$ cat src/pllc_pkg.sv
// shared constants and types for the pll and distribution configuration block
package pllc_pkg;
   localparam int ADDR_W = 9;
   localparam int DATA_W = 8;
   localparam int PIN_N = 4;
   // register offsets, as the map prints them
   localparam logic [8:0] OFS_PUMP_CUR = 9'h00f;
   localparam logic [8:0] OFS_PLL_MAIN = 9'h010;
   localparam logic [8:0] OFS_DET_CTL = 9'h017;
   localparam logic [8:0] OFS_CAL_CTL = 9'h018;
   localparam logic [8:0] OFS_STATUS = 9'h01f;
   localparam logic [8:0] OFS_DIV_SEL = 9'h1e0;
   localparam logic [8:0] OFS_DIST_SEL = 9'h1e1;
   // field positions
   localparam int PD_LSB = 0;
   localparam int CPM_LSB = 4;
   localparam int POL_BIT = 7;
   localparam int ABP_LSB = 0;
   localparam int CAL_BIT = 0;
   localparam int BYP_BIT = 0;
   localparam int SRC_BIT = 1;
   localparam int DIV_LSB = 0;
   localparam int CUR_LSB = 0;
   // reset values
   localparam logic [7:0] RST_PLL_MAIN = 8'h01;
   localparam logic [7:0] RST_DET_CTL = 8'h00;
   localparam logic [7:0] RST_CAL_CTL = 8'h00;
   localparam logic [7:0] RST_DIV_SEL = 8'h02;
   localparam logic [7:0] RST_DIST_SEL = 8'h00;
   localparam logic [7:0] RST_PUMP_CUR = 8'h07;
   // power-down field codes
   localparam logic [1:0] PD_NORMAL = 2'h0;
   localparam logic [1:0] PD_ASYNC = 2'h1;
   // prescaler: code 0..4 gives divide-by-2..6
   localparam logic [2:0] DIV_BASE = 3'h2;
   localparam logic [2:0] DIV_CODE_MAX = 3'h4;
   // pump current: code n means (n+1) steps of the lsb
   localparam int PUMP_LSB_UA = 600;
   localparam int PUMP_STEPS = 8;
   // antibacklash count limit per width code; the hold lasts this many core clock cycles plus one
   localparam logic [3:0] ABP_CYC_0 = 4'h1;
   localparam logic [3:0] ABP_CYC_1 = 4'h2;
   localparam logic [3:0] ABP_CYC_2 = 4'h3;
   localparam logic [3:0] ABP_CYC_3 = 4'h4;
   typedef enum logic [2:0] {
      CPM_HIZ = 3'b000,
      CPM_UP = 3'b001,
      CPM_DN = 3'b010,
      CPM_NORMAL = 3'b011
   } pllc_cpm_t;
endpackage

$ cat src/pllc_cfg_if.sv
// configuration carried from the register file to the detector and clock path
`timescale 1ns/1ps
interface pllc_cfg_if;
   logic pll_on;
   pllc_pkg::pllc_cpm_t cp_mode;
   logic invert;
   logic [1:0] abp_code;
   logic src_int;
   logic bypass;
   logic [2:0] div_code;
   modport src (output pll_on, cp_mode, invert, abp_code, src_int, bypass, div_code);
   modport pfd (input pll_on, cp_mode, invert, abp_code);
   modport sel (input src_int, bypass, div_code);
endinterface

$ cat src/pllc_pfd.sv
// phase-frequency detector with antibacklash hold and charge pump mode decode
`timescale 1ns/1ps
module pllc_pfd (
   input wire logic core_clk,
   input wire logic sys_rst,
   pllc_cfg_if.pfd cfg,
   input wire logic ref_lvl,
   input wire logic fb_lvl,
   output logic pump_up,
   output logic pump_dn,
   output logic pump_hiz
);
   import pllc_pkg::*;
   logic ref_q_r, ref_q_nxt, fb_q_r, fb_q_nxt;
   logic up_r, up_nxt, dn_r, dn_nxt;
   logic [3:0] abp_cnt_r, abp_cnt_nxt, abp_lim;
   logic pu_nxt, pd_nxt, hiz_nxt;

   always_comb begin
      ref_q_nxt = ref_lvl;
      fb_q_nxt = fb_lvl;
      up_nxt = up_r;
      dn_nxt = dn_r;
      abp_cnt_nxt = abp_cnt_r;
      case (cfg.abp_code)
         2'h0: abp_lim = ABP_CYC_0;
         2'h1: abp_lim = ABP_CYC_1;
         2'h2: abp_lim = ABP_CYC_2;
         default: abp_lim = ABP_CYC_3;
      endcase
      if (!cfg.pll_on) begin
         up_nxt = 1'b0;
         dn_nxt = 1'b0;
         abp_cnt_nxt = 4'h0;
      end else if (up_r && dn_r) begin
         // both sides fired: hold both for the antibacklash width, then clear
         if (abp_cnt_r >= abp_lim) begin
            up_nxt = ref_lvl && !ref_q_r;
            dn_nxt = fb_lvl && !fb_q_r;
            abp_cnt_nxt = 4'h0;
         end else begin
            abp_cnt_nxt = abp_cnt_r + 4'h1;
         end
      end else begin
         if (ref_lvl && !ref_q_r) up_nxt = 1'b1;
         if (fb_lvl && !fb_q_r) dn_nxt = 1'b1;
      end
      pu_nxt = 1'b0;
      pd_nxt = 1'b0;
      hiz_nxt = 1'b1;
      if (cfg.pll_on) begin
         case (cfg.cp_mode)
            CPM_NORMAL: begin
               // negative polarity swaps the pump direction
               pu_nxt = cfg.invert ? dn_r : up_r;
               pd_nxt = cfg.invert ? up_r : dn_r;
               hiz_nxt = 1'b0;
            end
            CPM_UP: begin
               pu_nxt = 1'b1;
               hiz_nxt = 1'b0;
            end
            CPM_DN: begin
               pd_nxt = 1'b1;
               hiz_nxt = 1'b0;
            end
            default: hiz_nxt = 1'b1;
         endcase
      end
   end

   always_ff @(posedge core_clk) begin
      if (sys_rst) begin
         ref_q_r <= 1'b0;
         fb_q_r <= 1'b0;
         up_r <= 1'b0;
         dn_r <= 1'b0;
         abp_cnt_r <= 4'h0;
         pump_up <= 1'b0;
         pump_dn <= 1'b0;
         pump_hiz <= 1'b1;
      end else begin
         ref_q_r <= ref_q_nxt;
         fb_q_r <= fb_q_nxt;
         up_r <= up_nxt;
         dn_r <= dn_nxt;
         abp_cnt_r <= abp_cnt_nxt;
         pump_up <= pu_nxt;
         pump_dn <= pd_nxt;
         pump_hiz <= hiz_nxt;
      end
   end

   property p_ref_edge_up;
      @(posedge core_clk) disable iff (sys_rst)
      cfg.pll_on && ref_lvl && !ref_q_r && !up_r |=> up_r;
   endproperty
   a_ref_edge_up: assert property (p_ref_edge_up) else $error("reference edge did not raise up");

   property p_polarity;
      @(posedge core_clk) disable iff (sys_rst)
      cfg.pll_on && cfg.cp_mode == CPM_NORMAL
         |=> pump_up == $past(cfg.invert ? dn_r : up_r) && pump_dn == $past(cfg.invert ? up_r : dn_r) && !pump_hiz;
   endproperty
   a_polarity: assert property (p_polarity) else $error("pump direction ignores polarity");

   property p_const_up;
      @(posedge core_clk) disable iff (sys_rst)
      cfg.pll_on && cfg.cp_mode == CPM_UP |=> pump_up && !pump_dn && !pump_hiz;
   endproperty
   a_const_up: assert property (p_const_up) else $error("constant pump up not driven");

   property p_hiz_mode;
      @(posedge core_clk) disable iff (sys_rst)
      cfg.cp_mode == CPM_HIZ || !cfg.pll_on |=> pump_hiz && !pump_up && !pump_dn;
   endproperty
   a_hiz_mode: assert property (p_hiz_mode) else $error("pump not high impedance");

   property p_abp_width;
      @(posedge core_clk) disable iff (sys_rst)
      up_r && dn_r && cfg.pll_on && cfg.abp_code == 2'h1 && abp_cnt_r == 4'h0 && $stable(cfg.abp_code)
         |=> (up_r && dn_r) [*2] ##1 !(up_r && dn_r);
   endproperty
   a_abp_width: assert property (p_abp_width) else $error("antibacklash hold has wrong width");
endmodule

$ cat src/pllc_clk_sel.sv
// source select and divide-by-2..6 prescaler feeding the distribution section
`timescale 1ns/1ps
module pllc_clk_sel (
   input wire logic core_clk,
   input wire logic sys_rst,
   pllc_cfg_if.sel cfg,
   input wire logic ext_lvl,
   input wire logic int_lvl,
   output logic dist_clk
);
   import pllc_pkg::*;
   logic src, src_q_r, src_q_nxt;
   logic [2:0] cnt_r, cnt_nxt, ratio;
   logic div_r, div_nxt, dist_nxt;

   always_comb begin
      src = cfg.src_int ? int_lvl : ext_lvl;
      // out-of-range codes clamp to the largest divide
      ratio = (cfg.div_code > DIV_CODE_MAX) ? DIV_CODE_MAX + DIV_BASE : cfg.div_code + DIV_BASE;
      src_q_nxt = src;
      cnt_nxt = cnt_r;
      div_nxt = div_r;
      if (cfg.bypass) begin
         cnt_nxt = 3'h0;
         dist_nxt = src;
      end else begin
         // each source edge is a half period: toggling every ratio edges divides by ratio
         if (src != src_q_r) begin
            if (cnt_r >= ratio - 3'h1) begin
               cnt_nxt = 3'h0;
               div_nxt = !div_r;
            end else begin
               cnt_nxt = cnt_r + 3'h1;
            end
         end
         dist_nxt = div_nxt;
      end
   end

   always_ff @(posedge core_clk) begin
      if (sys_rst) begin
         src_q_r <= 1'b0;
         cnt_r <= 3'h0;
         div_r <= 1'b0;
         dist_clk <= 1'b0;
      end else begin
         src_q_r <= src_q_nxt;
         cnt_r <= cnt_nxt;
         div_r <= div_nxt;
         dist_clk <= dist_nxt;
      end
   end

   property p_bypass_ext;
      @(posedge core_clk) disable iff (sys_rst)
      cfg.bypass && !cfg.src_int |=> dist_clk == $past(ext_lvl);
   endproperty
   a_bypass_ext: assert property (p_bypass_ext) else $error("external clock not passed straight");

   property p_bypass_int;
      @(posedge core_clk) disable iff (sys_rst)
      cfg.bypass && cfg.src_int |=> dist_clk == $past(int_lvl);
   endproperty
   a_bypass_int: assert property (p_bypass_int) else $error("internal oscillator not passed straight");

   property p_div_hold;
      @(posedge core_clk) disable iff (sys_rst)
      !cfg.bypass && $past(!cfg.bypass) && src == src_q_r |=> $stable(dist_clk);
   endproperty
   a_div_hold: assert property (p_div_hold) else $error("divided clock moved without source edge");
endmodule

$ cat src/pllc_top.sv
// register file and top level of the pll and distribution configuration block
//
// Decided for this implementation: strobed register access.
`timescale 1ns/1ps
module pllc_top (
   input wire logic core_clk,
   input wire logic sys_rst,
   input wire logic [pllc_pkg::ADDR_W-1:0] reg_addr,
   input wire logic [pllc_pkg::DATA_W-1:0] reg_wdata,
   input wire logic reg_wr,
   input wire logic reg_rd,
   output logic [pllc_pkg::DATA_W-1:0] reg_rdata,
   input wire logic ref_div_in,
   input wire logic fb_div_in,
   input wire logic ext_clk_in,
   input wire logic int_osc_in,
   output logic charge_pump_up,
   output logic charge_pump_dn,
   output logic charge_pump_hiz,
   output logic [2:0] pump_current_code,
   output logic [1:0] abp_width_code,
   output logic pll_powered_down,
   output logic int_osc_enable,
   output logic cal_start,
   output logic dist_clk
);
   import pllc_pkg::*;
   logic [PIN_N-1:0] pin_in, pin_lvl;
   logic [7:0] pll_main_r, pll_main_nxt;
   logic [7:0] det_ctl_r, det_ctl_nxt;
   logic [7:0] cal_ctl_r, cal_ctl_nxt;
   logic [7:0] div_sel_r, div_sel_nxt;
   logic [7:0] dist_sel_r, dist_sel_nxt;
   logic [7:0] pump_cur_r, pump_cur_nxt;
   logic [7:0] rdata_nxt, status;
   logic cal_need_r, cal_need_nxt, loop_int_q_r, loop_int, cal_start_nxt;
   logic pll_pd_nxt, int_en_nxt;
   logic [2:0] cur_nxt;
   logic [1:0] abp_nxt;
   pllc_cfg_if cfg_bus ();

   // every pin input is retimed by two flops before any logic sees it
   assign pin_in = {int_osc_in, ext_clk_in, fb_div_in, ref_div_in};
   for (genvar i = 0; i < PIN_N; i++) begin : g_sync
      logic s1_r, s2_r;
      always_ff @(posedge core_clk) begin
         if (sys_rst) begin
            s1_r <= 1'b0;
            s2_r <= 1'b0;
         end else begin
            s1_r <= pin_in[i];
            s2_r <= s1_r;
         end
      end
      assign pin_lvl[i] = s2_r;
   end

   assign cfg_bus.pll_on = pll_main_r[PD_LSB +: 2] == PD_NORMAL;
   assign cfg_bus.cp_mode = pllc_cpm_t'(pll_main_r[CPM_LSB +: 3]);
   // the internal oscillator has fixed polarity, so the bit only matters externally
   assign cfg_bus.invert = pll_main_r[POL_BIT] && !dist_sel_r[SRC_BIT];
   assign cfg_bus.abp_code = det_ctl_r[ABP_LSB +: 2];
   assign cfg_bus.src_int = dist_sel_r[SRC_BIT];
   assign cfg_bus.bypass = dist_sel_r[BYP_BIT];
   assign cfg_bus.div_code = div_sel_r[DIV_LSB +: 3];
   assign loop_int = cfg_bus.pll_on && cfg_bus.src_int;
   assign status = {4'h0, dist_clk, cal_need_r, int_osc_enable, !pll_powered_down};

   always_comb begin
      pll_main_nxt = pll_main_r;
      det_ctl_nxt = det_ctl_r;
      cal_ctl_nxt = cal_ctl_r;
      div_sel_nxt = div_sel_r;
      dist_sel_nxt = dist_sel_r;
      pump_cur_nxt = pump_cur_r;
      cal_start_nxt = 1'b0;
      if (reg_wr) begin
         case (reg_addr)
            OFS_PLL_MAIN: pll_main_nxt = reg_wdata;
            OFS_DET_CTL: det_ctl_nxt = reg_wdata;
            OFS_DIV_SEL: div_sel_nxt = reg_wdata;
            OFS_DIST_SEL: dist_sel_nxt = reg_wdata;
            OFS_PUMP_CUR: pump_cur_nxt = reg_wdata;
            OFS_CAL_CTL: begin
               cal_ctl_nxt = reg_wdata;
               // a calibration starts on the 0 to 1 step of the bit only
               cal_start_nxt = reg_wdata[CAL_BIT] && !cal_ctl_r[CAL_BIT];
            end
            default: ;
         endcase
      end
      rdata_nxt = 8'h00;
      if (reg_rd) begin
         case (reg_addr)
            OFS_PLL_MAIN: rdata_nxt = pll_main_r;
            OFS_DET_CTL: rdata_nxt = det_ctl_r;
            OFS_CAL_CTL: rdata_nxt = cal_ctl_r;
            OFS_DIV_SEL: rdata_nxt = div_sel_r;
            OFS_DIST_SEL: rdata_nxt = dist_sel_r;
            OFS_PUMP_CUR: rdata_nxt = pump_cur_r;
            OFS_STATUS: rdata_nxt = status;
            default: rdata_nxt = 8'h00;
         endcase
      end
      // entering the internal loop asks for calibration; the set beats the clear
      cal_need_nxt = (cal_need_r && !cal_start) || (loop_int && !loop_int_q_r);
      pll_pd_nxt = !cfg_bus.pll_on;
      int_en_nxt = loop_int;
      cur_nxt = pump_cur_r[CUR_LSB +: 3];
      abp_nxt = det_ctl_r[ABP_LSB +: 2];
   end

   always_ff @(posedge core_clk) begin
      if (sys_rst) begin
         pll_main_r <= RST_PLL_MAIN;
         det_ctl_r <= RST_DET_CTL;
         cal_ctl_r <= RST_CAL_CTL;
         div_sel_r <= RST_DIV_SEL;
         dist_sel_r <= RST_DIST_SEL;
         pump_cur_r <= RST_PUMP_CUR;
         reg_rdata <= 8'h00;
         cal_need_r <= 1'b0;
         loop_int_q_r <= 1'b0;
         cal_start <= 1'b0;
         pll_powered_down <= 1'b1;
         int_osc_enable <= 1'b0;
         pump_current_code <= 3'h0;
         abp_width_code <= 2'h0;
      end else begin
         pll_main_r <= pll_main_nxt;
         det_ctl_r <= det_ctl_nxt;
         cal_ctl_r <= cal_ctl_nxt;
         div_sel_r <= div_sel_nxt;
         dist_sel_r <= dist_sel_nxt;
         pump_cur_r <= pump_cur_nxt;
         reg_rdata <= rdata_nxt;
         cal_need_r <= cal_need_nxt;
         loop_int_q_r <= loop_int;
         cal_start <= cal_start_nxt;
         pll_powered_down <= pll_pd_nxt;
         int_osc_enable <= int_en_nxt;
         pump_current_code <= cur_nxt;
         abp_width_code <= abp_nxt;
      end
   end

   pllc_pfd pllc_pfd_i (
      .core_clk(core_clk),
      .sys_rst(sys_rst),
      .cfg(cfg_bus.pfd),
      .ref_lvl(pin_lvl[0]),
      .fb_lvl(pin_lvl[1]),
      .pump_up(charge_pump_up),
      .pump_dn(charge_pump_dn),
      .pump_hiz(charge_pump_hiz)
   );

   pllc_clk_sel pllc_clk_sel_i (
      .core_clk(core_clk),
      .sys_rst(sys_rst),
      .cfg(cfg_bus.sel),
      .ext_lvl(pin_lvl[2]),
      .int_lvl(pin_lvl[3]),
      .dist_clk(dist_clk)
   );

   property p_pd_off;
      @(posedge core_clk) disable iff (sys_rst)
      reg_wr && reg_addr == OFS_PLL_MAIN && reg_wdata[PD_LSB +: 2] == PD_ASYNC ##1 !(reg_wr && reg_addr == OFS_PLL_MAIN)
         |=> pll_powered_down && charge_pump_hiz;
   endproperty
   a_pd_off: assert property (p_pd_off) else $error("pll not powered down after 01b");

   property p_pd_on;
      @(posedge core_clk) disable iff (sys_rst)
      reg_wr && reg_addr == OFS_PLL_MAIN && reg_wdata[PD_LSB +: 2] == PD_NORMAL |-> ##2 !pll_powered_down;
   endproperty
   a_pd_on: assert property (p_pd_on) else $error("pll not running after 00b");

   property p_reset_default;
      @(posedge core_clk) disable iff (sys_rst)
      $past(sys_rst) |-> pll_main_r[PD_LSB +: 2] == PD_ASYNC && !dist_sel_r[SRC_BIT] && !dist_sel_r[BYP_BIT];
   endproperty
   a_reset_default: assert property (p_reset_default) else $error("wrong state after reset");

   property p_pump_current;
      @(posedge core_clk) disable iff (sys_rst)
      reg_wr && reg_addr == OFS_PUMP_CUR ##1 !(reg_wr && reg_addr == OFS_PUMP_CUR)
         |=> pump_current_code == $past(reg_wdata[2:0], 2);
   endproperty
   a_pump_current: assert property (p_pump_current) else $error("pump current code not applied");

   property p_pol_internal;
      @(posedge core_clk) disable iff (sys_rst)
      dist_sel_r[SRC_BIT] && pll_main_r[POL_BIT] && cfg_bus.pll_on && cfg_bus.cp_mode == CPM_NORMAL
         |=> charge_pump_up == $past(pllc_pfd_i.up_r);
   endproperty
   a_pol_internal: assert property (p_pol_internal) else $error("polarity acted on internal oscillator");

   property p_cal_pulse;
      @(posedge core_clk) disable iff (sys_rst)
      // a new internal-loop entry in the same cycle sets the flag again, by design
      cal_start && !(loop_int && !loop_int_q_r) |=> !cal_start && !cal_need_r ##1 !cal_start;
   endproperty
   a_cal_pulse: assert property (p_cal_pulse) else $error("calibration start not a single pulse");
endmodule

$ cat config.mk
export PLATFORM = sky130hd
export DESIGN_NAME = pllc_top
export DESIGN_NICKNAME = d
export VERILOG_FILES = /design/src/pllc_pkg.sv /design/src/pllc_cfg_if.sv /design/src/pllc_pfd.sv /design/src/pllc_clk_sel.sv /design/src/pllc_top.sv
export SDC_FILE = /design/constraint.sdc
export NUM_CORES = 1
export LEC_CHECK = 0
export BUFFER_PORTS_ARGS = -buffer_cell sky130_fd_sc_hd__buf_2
export CAP_MARGIN = 20
export CORE_ASPECT_RATIO = 1.25
export CORE_MARGIN = 5
export CORE_UTILIZATION = 58
export DETAILED_ROUTE_END_ITERATION = 7
export PLACE_DENSITY = 0.83
export RECOVER_POWER = 25
export SYNTH_ARGS = -nofsm -noshare
export SYNTH_HDL_FRONTEND = slang
export SYNTH_SLANG_ARGS = --single-unit
$ cat constraint.sdc
create_clock -name core_clk -period 3 [get_ports core_clk]
set_input_delay 0.45 -clock core_clk [delete_from_list [all_inputs] [get_ports core_clk]]
set_output_delay 0.45 -clock core_clk [all_outputs]
set_load 0.01 [all_outputs]
==> out/results.tsv, run 1 <==
metric	value	unit
clock-sinks	90	
path_class	reg -> reg	
clock-root-buffer	clkbuf_8	
ir_worst_vdd	0.000471	V
drt-total-wl	8.28	mm
hp-start	ext_clk_in	
fill_cells	562	
synth_area_per_cell	9.12	sq um
multi_input_area	1910	sq um
nets	499	
ys_ff_latch	90	
setup_viol	0	
finalCritPeriodShare	0.775	
viasPerCell	5.65	
cp.arrival	2.62	ns
hold_slack	0.303	ns
synth_area_leader_cell	dfxtp_1	
maxCapViolCount	0	
finalHoldViolations	0	
layout-drive-gt1-share	0.133	
postLayoutCellArea	4330	sq um
p_sw_frac	0.212	
max_freq	430	MHz
max_stage_delay	0.39	ns
wl_met3	425	um
numCtsBuffers	9	
whs_path_depth	2	
gp_congestion	0.798	
core_area	6520	sq um
cts_hold_buffers	0	
dpl.hpwl	6.05	mm
relSlewSlack	0.256	
die_area	8360	sq um
critical_path.endpoint_type	flip-flop	
powerDensity	513	nW/um^2
worstPathCellList	inv_1, ha_1, nor2_1, nor2_1, ha_1, nand2b_1, a21o_1, a211o_1, or3_1, a21oi_1	
io_pins	45	
tns	0	ns
ff_latch_area	1800	sq um
cts_resized	0	
p_sw	0.470	mW
p_comb_frac	0.043	
pwr-share-clk	0.413	
r2r_start	det_ctl_r[0]$_SDFFE_PP0P_	
initial_core_util	0.589	
yosysTopAreaCellShare	0.469	
firstDrtPassIters	6	
synth_enable_flop_cells	0	
drtIter0Drc	275	
wl_met1	3.47	mm
worstRegToRegCells	10	
diodes	0	
dominantRegCellSynth	dfxtp_1	
grt_overflow	0	
skew	0.00818	ns
die_w	82.8	um
rsz0062_at_grt	no	
slowest_stage	or3_1	
period_needed	2.33	ns
routedWlPerCell	14.9	um
post-cts-setup-buffers	0	
async_flop_share	0	
port_buffers	44	
ys_warn_count	0	
cp-start-kind	flip-flop	
min_path_type	in -> reg	
wl_met2	4.20	mm
path_max_fanout	6	
area_growth_syn_to_layout	12.8	%
syn_inst	421	
regToRegEndpoint	pllc_pfd_i.abp_cnt_r[3]$_SDFFE_PP0P_	
worst_slew_pin_slew	1.12	ns
grt_max_degree	28	
cp_data_required_time	3.29	ns
netlist_top_cells_area	dfxtp_1 (47%), mux2i_1 (9.9%), nand2_1 (4.8%)	
die_h	101	um
leakage	1.71	nW
place_area	4120	sq um
grt_pass1_wl	13.7	mm
reg2reg_slack	0.67	ns
vias	3129	
ys_seq_area_frac	0.469	
htree_levels	3	
seq_power_share	0.543	
path_clk_slew	0.08	ns
route.detailed.drc	0	
grtUsageTotal	0.213	
dr.max_layer_used	met4	
cts_buffer_depth	2	
synth_cell_type_count	48	
clk_latency	0.36	ns
worstHoldEndpoint	g_sync[2].s1_r$_SDFF_PP0_	
cts_tree	done	
antenna_found_initial	0	
syn-cell-area	3840	sq um
rows	33	
grt_pass1_vias	3010	
status	finished, final reports clean	
utilization	0.664	
antenna_left	0	
p_int	1.75	mW
report.final.slew_viol_count	0	
syn-num-nets	458	
worst max-delay path by stage:
stage                                          from                                    to  slack, ns  cells past startpoint
after floorplan           det_ctl_r[0]$_SDFFE_PP0P_  pllc_pfd_i.abp_cnt_r[3]$_SDFFE_PP0P_       0.87                     10
after global placement                  reg_addr[5]            pll_main_r[0]$_SDFFE_PP1P_       0.69                      5
after detailed placement                reg_addr[5]            pll_main_r[0]$_SDFFE_PP1P_       0.63                      5
after CTS                 det_ctl_r[0]$_SDFFE_PP0P_  pllc_pfd_i.abp_cnt_r[3]$_SDFFE_PP0P_       0.65                     10
after global routing      div_sel_r[2]$_SDFFE_PP0P_  pllc_clk_sel_i.cnt_r[2]$_SDFFE_PP0N_       0.50                      8
final                     det_ctl_r[0]$_SDFFE_PP0P_  pllc_pfd_i.abp_cnt_r[3]$_SDFFE_PP0P_       0.67                     10
per-stage QoR:
| stage | instances | setup slack, ns | power, mW |
|---|---|---|---|
| 3_5_place_dp | 538 | 0.630 | 1.33 |
| 3_3_place_gp | 538 | 0.691 | 1.33 |
| 5_1_grt | 554 | 0.504 | 2.29 |
| 4_1_cts | 554 | 0.648 | 2.24 |
| 2_1_floorplan | 421 | 0.873 | 1.29 |
| 6_report | 554 | 0.674 | 2.22 |
cell type report:
class | instances | share of cell area
clock buffers | 12 | 0.0358
clock inverters | 4 | 0.0170
inverters | 12 | 0.0104
multi-input cells | 300 | 0.440
flip-flops and latches | 90 | 0.416
well taps | 87 | 0.0251
repair buffers | 49 | 0.0552
power groups by stage:
stage	Clock [mW]	Combinational [mW]	Sequential (mW)
floorplan	0	0.0526	1.24
global placement	0	0.0943	1.24
detailed placement	0	0.0971	1.24
CTS	0.933	0.0977	1.21
global route	0.976	0.106	1.21
finish	0.918	0.0965	1.21
critical path, delay by kind of cell, from the launching register on:
kind	cells	cell delay [ns]
adder cells (fa/ha/maj)	2	0.47
AND/OR/NAND/NOR	4	0.68
AO/OA/AOI/OAI	3	0.66
buffers and inverters	1	0.10
flip-flops	1	0.36
cell usage after synthesis (6+ instances only):
master,n
o21ai_0,9
dfxtp_1,90
ha_1,12
inv_1,12
nor2_1,47
nand3_1,14
nor2b_1,25
mux2i_1,38
nand2_1,49
a211o_1,6
clkbuf_1,10
a21oi_1,33
cell families (layout without fill, tap and decap cells):
family | after synthesis | count (layout) | share of synthesized area
XOR/XNOR | 3 | 3 | 0.00684
buffers and inverters | 31 | 77 | 0.0342
adder cells (fa/ha/maj) | 12 | 12 | 0.0391
multiplexers | 42 | 42 | 0.111
AND/OR/NAND/NOR | 171 | 171 | 0.221
AO/OA/AOI/OAI | 72 | 72 | 0.119
flip-flops | 90 | 90 | 0.469
state kept, by name (all words and copies together), names as in the netlist, 2 cells and up:
signal,count
dist_sel_r,8
reg_rdata,8
cal_ctl_r,8
pllc_clk_sel_i.cnt_r,3
abp_width_code,2
pll_main_r,8
g_sync.s2_r,4
pump_current_code,3
div_sel_r,8
det_ctl_r,8
pllc_pfd_i.abp_cnt_r,4
pump_cur_r,8
g_sync.s1_r,4
layer usage:
layer,up-vias,track usage
met1,1469,0.248
met4,0,0.0830
met3,16,0.0429
li1,1533,-
met2,111,0.376
met5,-,0
layout by cell type (no fill, tap or decap), drive strengths merged, types with 4 or more instances in the layout:
cell type   n
a211o       6
a21oi      33
a221oi      4
a222oi      4
buf        36
clkbuf     25
dfxtp      90
ha         12
inv        12
mux2        4
mux2i      38
nand2      49
nand2b      5
nand3      14
nor2       48
nor2b      25
nor3        6
o21ai      11
or2         4
No activity file was read; power rests on OpenSTA's default activity.
==> run 2, diff against run 1 <==
CORE_UTILIZATION = 52   (was 58)
PLACE_DENSITY = 0.79   (was 0.83)
clock period = 1.9 ns   (was 3 ns; I/O delays follow)
==> run 2 against run 1 <==
  * Global-route usage decreased by 0.11 points
  * Via count grew 5.3%
  * Highest routed layer unchanged
  * Sequential power up 57%
  * Worst setup slack got worse by 0.92 ns
  * Non-clock buffer count grew 36
  * The run now ends with negative setup slack left
  * Clock power is 59% higher
  * Wire length is 16% higher
==> out/results.tsv, run 2 (synthesis gave the netlist of run 1 again) <==
metric	value	unit	change
layout-drive-gt1-share	0.276		was 0.133
max_stage_delay	0.40	ns	was 0.39 ns
slowest_stage	or3_4		was or3_1
grt_pass1_wl	15.4	mm	was 13.7 mm
final_common_cell	dfxtp_1		unchanged
core_area	7270	sq um	was 6520 sq um
grt_overflow	0		unchanged
dpl.hpwl	6.68	mm	was 6.05 mm
drtIter0Drc	224		was 275
die_h	106	um	was 101 um
powerDensity	739	nW/um^2	was 513 nW/um^2
cp_top_family	simple AND/OR/NAND/NOR gates		unchanged
finalHoldViolations	0		unchanged
pre_cts_slack	-0.262	ns	was 0.630 ns
clk_latency	0.36	ns	about the same
status	finished, violations left		was finished, final reports clean
gp_congestion	0.844		was 0.798
instances_no_fill	595		was 554
fin_ws	-0.249	ns	was 0.674 ns
die_area	9210	sq um	was 8360 sq um
critical_path.endpoint_type	flip-flop		unchanged
finalCritPeriodShare	1.13		was 0.775
leakage	1.95	nW	was 1.71 nW
die_w	86.9	um	was 82.8 um
r2r_start	det_ctl_r[0]$_SDFFE_PP0P_		unchanged
utilization	0.659		was 0.664
drt-total-wl	9.58	mm	was 8.28 mm
grt_max_degree	34		was 28
min_path_type	in -> reg		unchanged
cts_buffer_depth	2		unchanged
port_buffers	44		unchanged
clock-sinks	90		unchanged
path_max_fanout	3		was 6
cp.depth	10		unchanged
cp.arrival	2.45	ns	was 2.62 ns
cp_data_required_time	2.20	ns	was 3.29 ns
path_clk_slew	0.09	ns	was 0.08 ns
worstRegToRegCells	10		unchanged
ir_worst_vdd	0.000465	V	was 0.000471 V
critPathBufInv	1		unchanged
diodes	0		unchanged
firstDrtPassIters	5		was 6
report.final.slew_viol_count	0		unchanged
max_freq	465	MHz	was 430 MHz
grt_pass1_vias	3293		was 3010
cp-start-kind	flip-flop		unchanged
path_class	reg -> reg		unchanged
place_inst	571		was 538
grtUsageTotal	0.212		was 0.213
setup_viol	9		was 0
maxCapViolCount	0		unchanged
cts_tree	done		unchanged
worst_slew_pin_slew	0.764	ns	was 1.12 ns
period_needed	2.15	ns	was 2.33 ns
place_area	4380	sq um	was 4120 sq um
nets	535		was 499
hold_slack	0.135	ns	was 0.303 ns
rows	35		was 33
postLayoutCellArea	4790	sq um	was 4330 sq um
worstPathCellList	inv_4, ha_4, nor2_4, nor2_2, ha_1, nand2b_4, a21o_1, a211o_1, or3_4, a21oi_2		was inv_1, ha_1, nor2_1, nor2_1, ha_1, nand2b_1, a21o_1, a211o_1, or3_1, a21oi_1
viasPerCell	5.54		was 5.65
whs_path_depth	2		unchanged
io_pins	45		unchanged
rsz0062_at_grt	yes		was no
area_growth_syn_to_layout	24.7	%	was 12.8%
initial_core_util	0.528		was 0.589
relSlewSlack	0.487		was 0.256
reg2reg_slack	-0.25	ns	was 0.67 ns
routedWlPerCell	16.1	um	was 14.9 um
hp-start	ext_clk_in		unchanged
setup.worst_path.start	det_ctl_r[0]$_SDFFE_PP0P_		unchanged
skew	0.00958	ns	was 0.00818 ns
antenna_found_initial	0		unchanged
clock-root-buffer	clkbuf_8		unchanged
route.detailed.drc	0		unchanged
violations	negative setup slack		
numCtsBuffers	9		unchanged
htree_levels	3		unchanged
vias	3294		was 3129
mostFrequentLayoutCells	dfxtp_1 (86), nand2_1 (49), nor2_1 (45), buf_2 (44)		was dfxtp_1 (90), nand2_1 (49), nor2_1 (47), mux2i_1 (38), a21oi_1 (33)
antenna_left	0		unchanged
run 2: power breakdown:
| group | internal [mW] | leakage, nW | switching [mW] | total [mW] |
|---|---|---|---|---|
| Clock | 0.787 | 0.111 | 0.670 | 1.46 |
| Combinational | 0.0657 | 1.11 | 0.111 | 0.177 |
| Sequential | 1.90 | 0.730 | 0.00711 | 1.90 |
run 2: layout make-up:
| class | instances | area [sq um] |
|---|---|---|
| Fill cell | 588 | 2480 |
| Multi-Input combinational cell | 300 | 2040 |
| Sequential cell | 90 | 1810 |
| Timing Repair Buffer | 85 | 548 |
| Clock buffer | 11 | 141 |
| Tap cell | 92 | 115 |
| Clock inverter | 5 | 85.1 |
| Inverter | 12 | 47.5 |
run 2: path summary, 6_finish.rpt:
| check | end |
|---|---|
| setup reg to reg | pllc_pfd_i.abp_cnt_r[0]$_SDFFE_PP0P_ |
| setup / recovery | pllc_pfd_i.abp_cnt_r[0]$_SDFFE_PP0P_ |
| hold / removal | g_sync[2].s1_r$_SDFF_PP0_ |
| hold reg to reg | pllc_pfd_i.fb_q_r$_SDFF_PP0_ |
run 2: per-stage QoR:
stage / TNS, ns / total power [mW]
6_report: -1.33 / 3.54
3_3_place_gp: -1.03 / 2.12
2_1_floorplan: -0.376 / 2.04
3_5_place_dp: -1.88 / 2.12
5_1_grt: -2.24 / 3.66
4_1_cts: -1.20 / 3.56
run 2: layer usage:
layer	vias up	part of all wire	global-route usage
met5	-	0	0
met4	0	0.021	0.0835
met3	20	0.040	0.0450
met2	81	0.53	0.370
met1	1587	0.41	0.248
li1	1606	-	-
run 2: repair_timing:
item,4_1_cts,5_1_grt
resized for setup,13,18
hold buffers,0,0
setup buffers,8,3
setup endpoints to repair,10,12
pin swaps,8,14
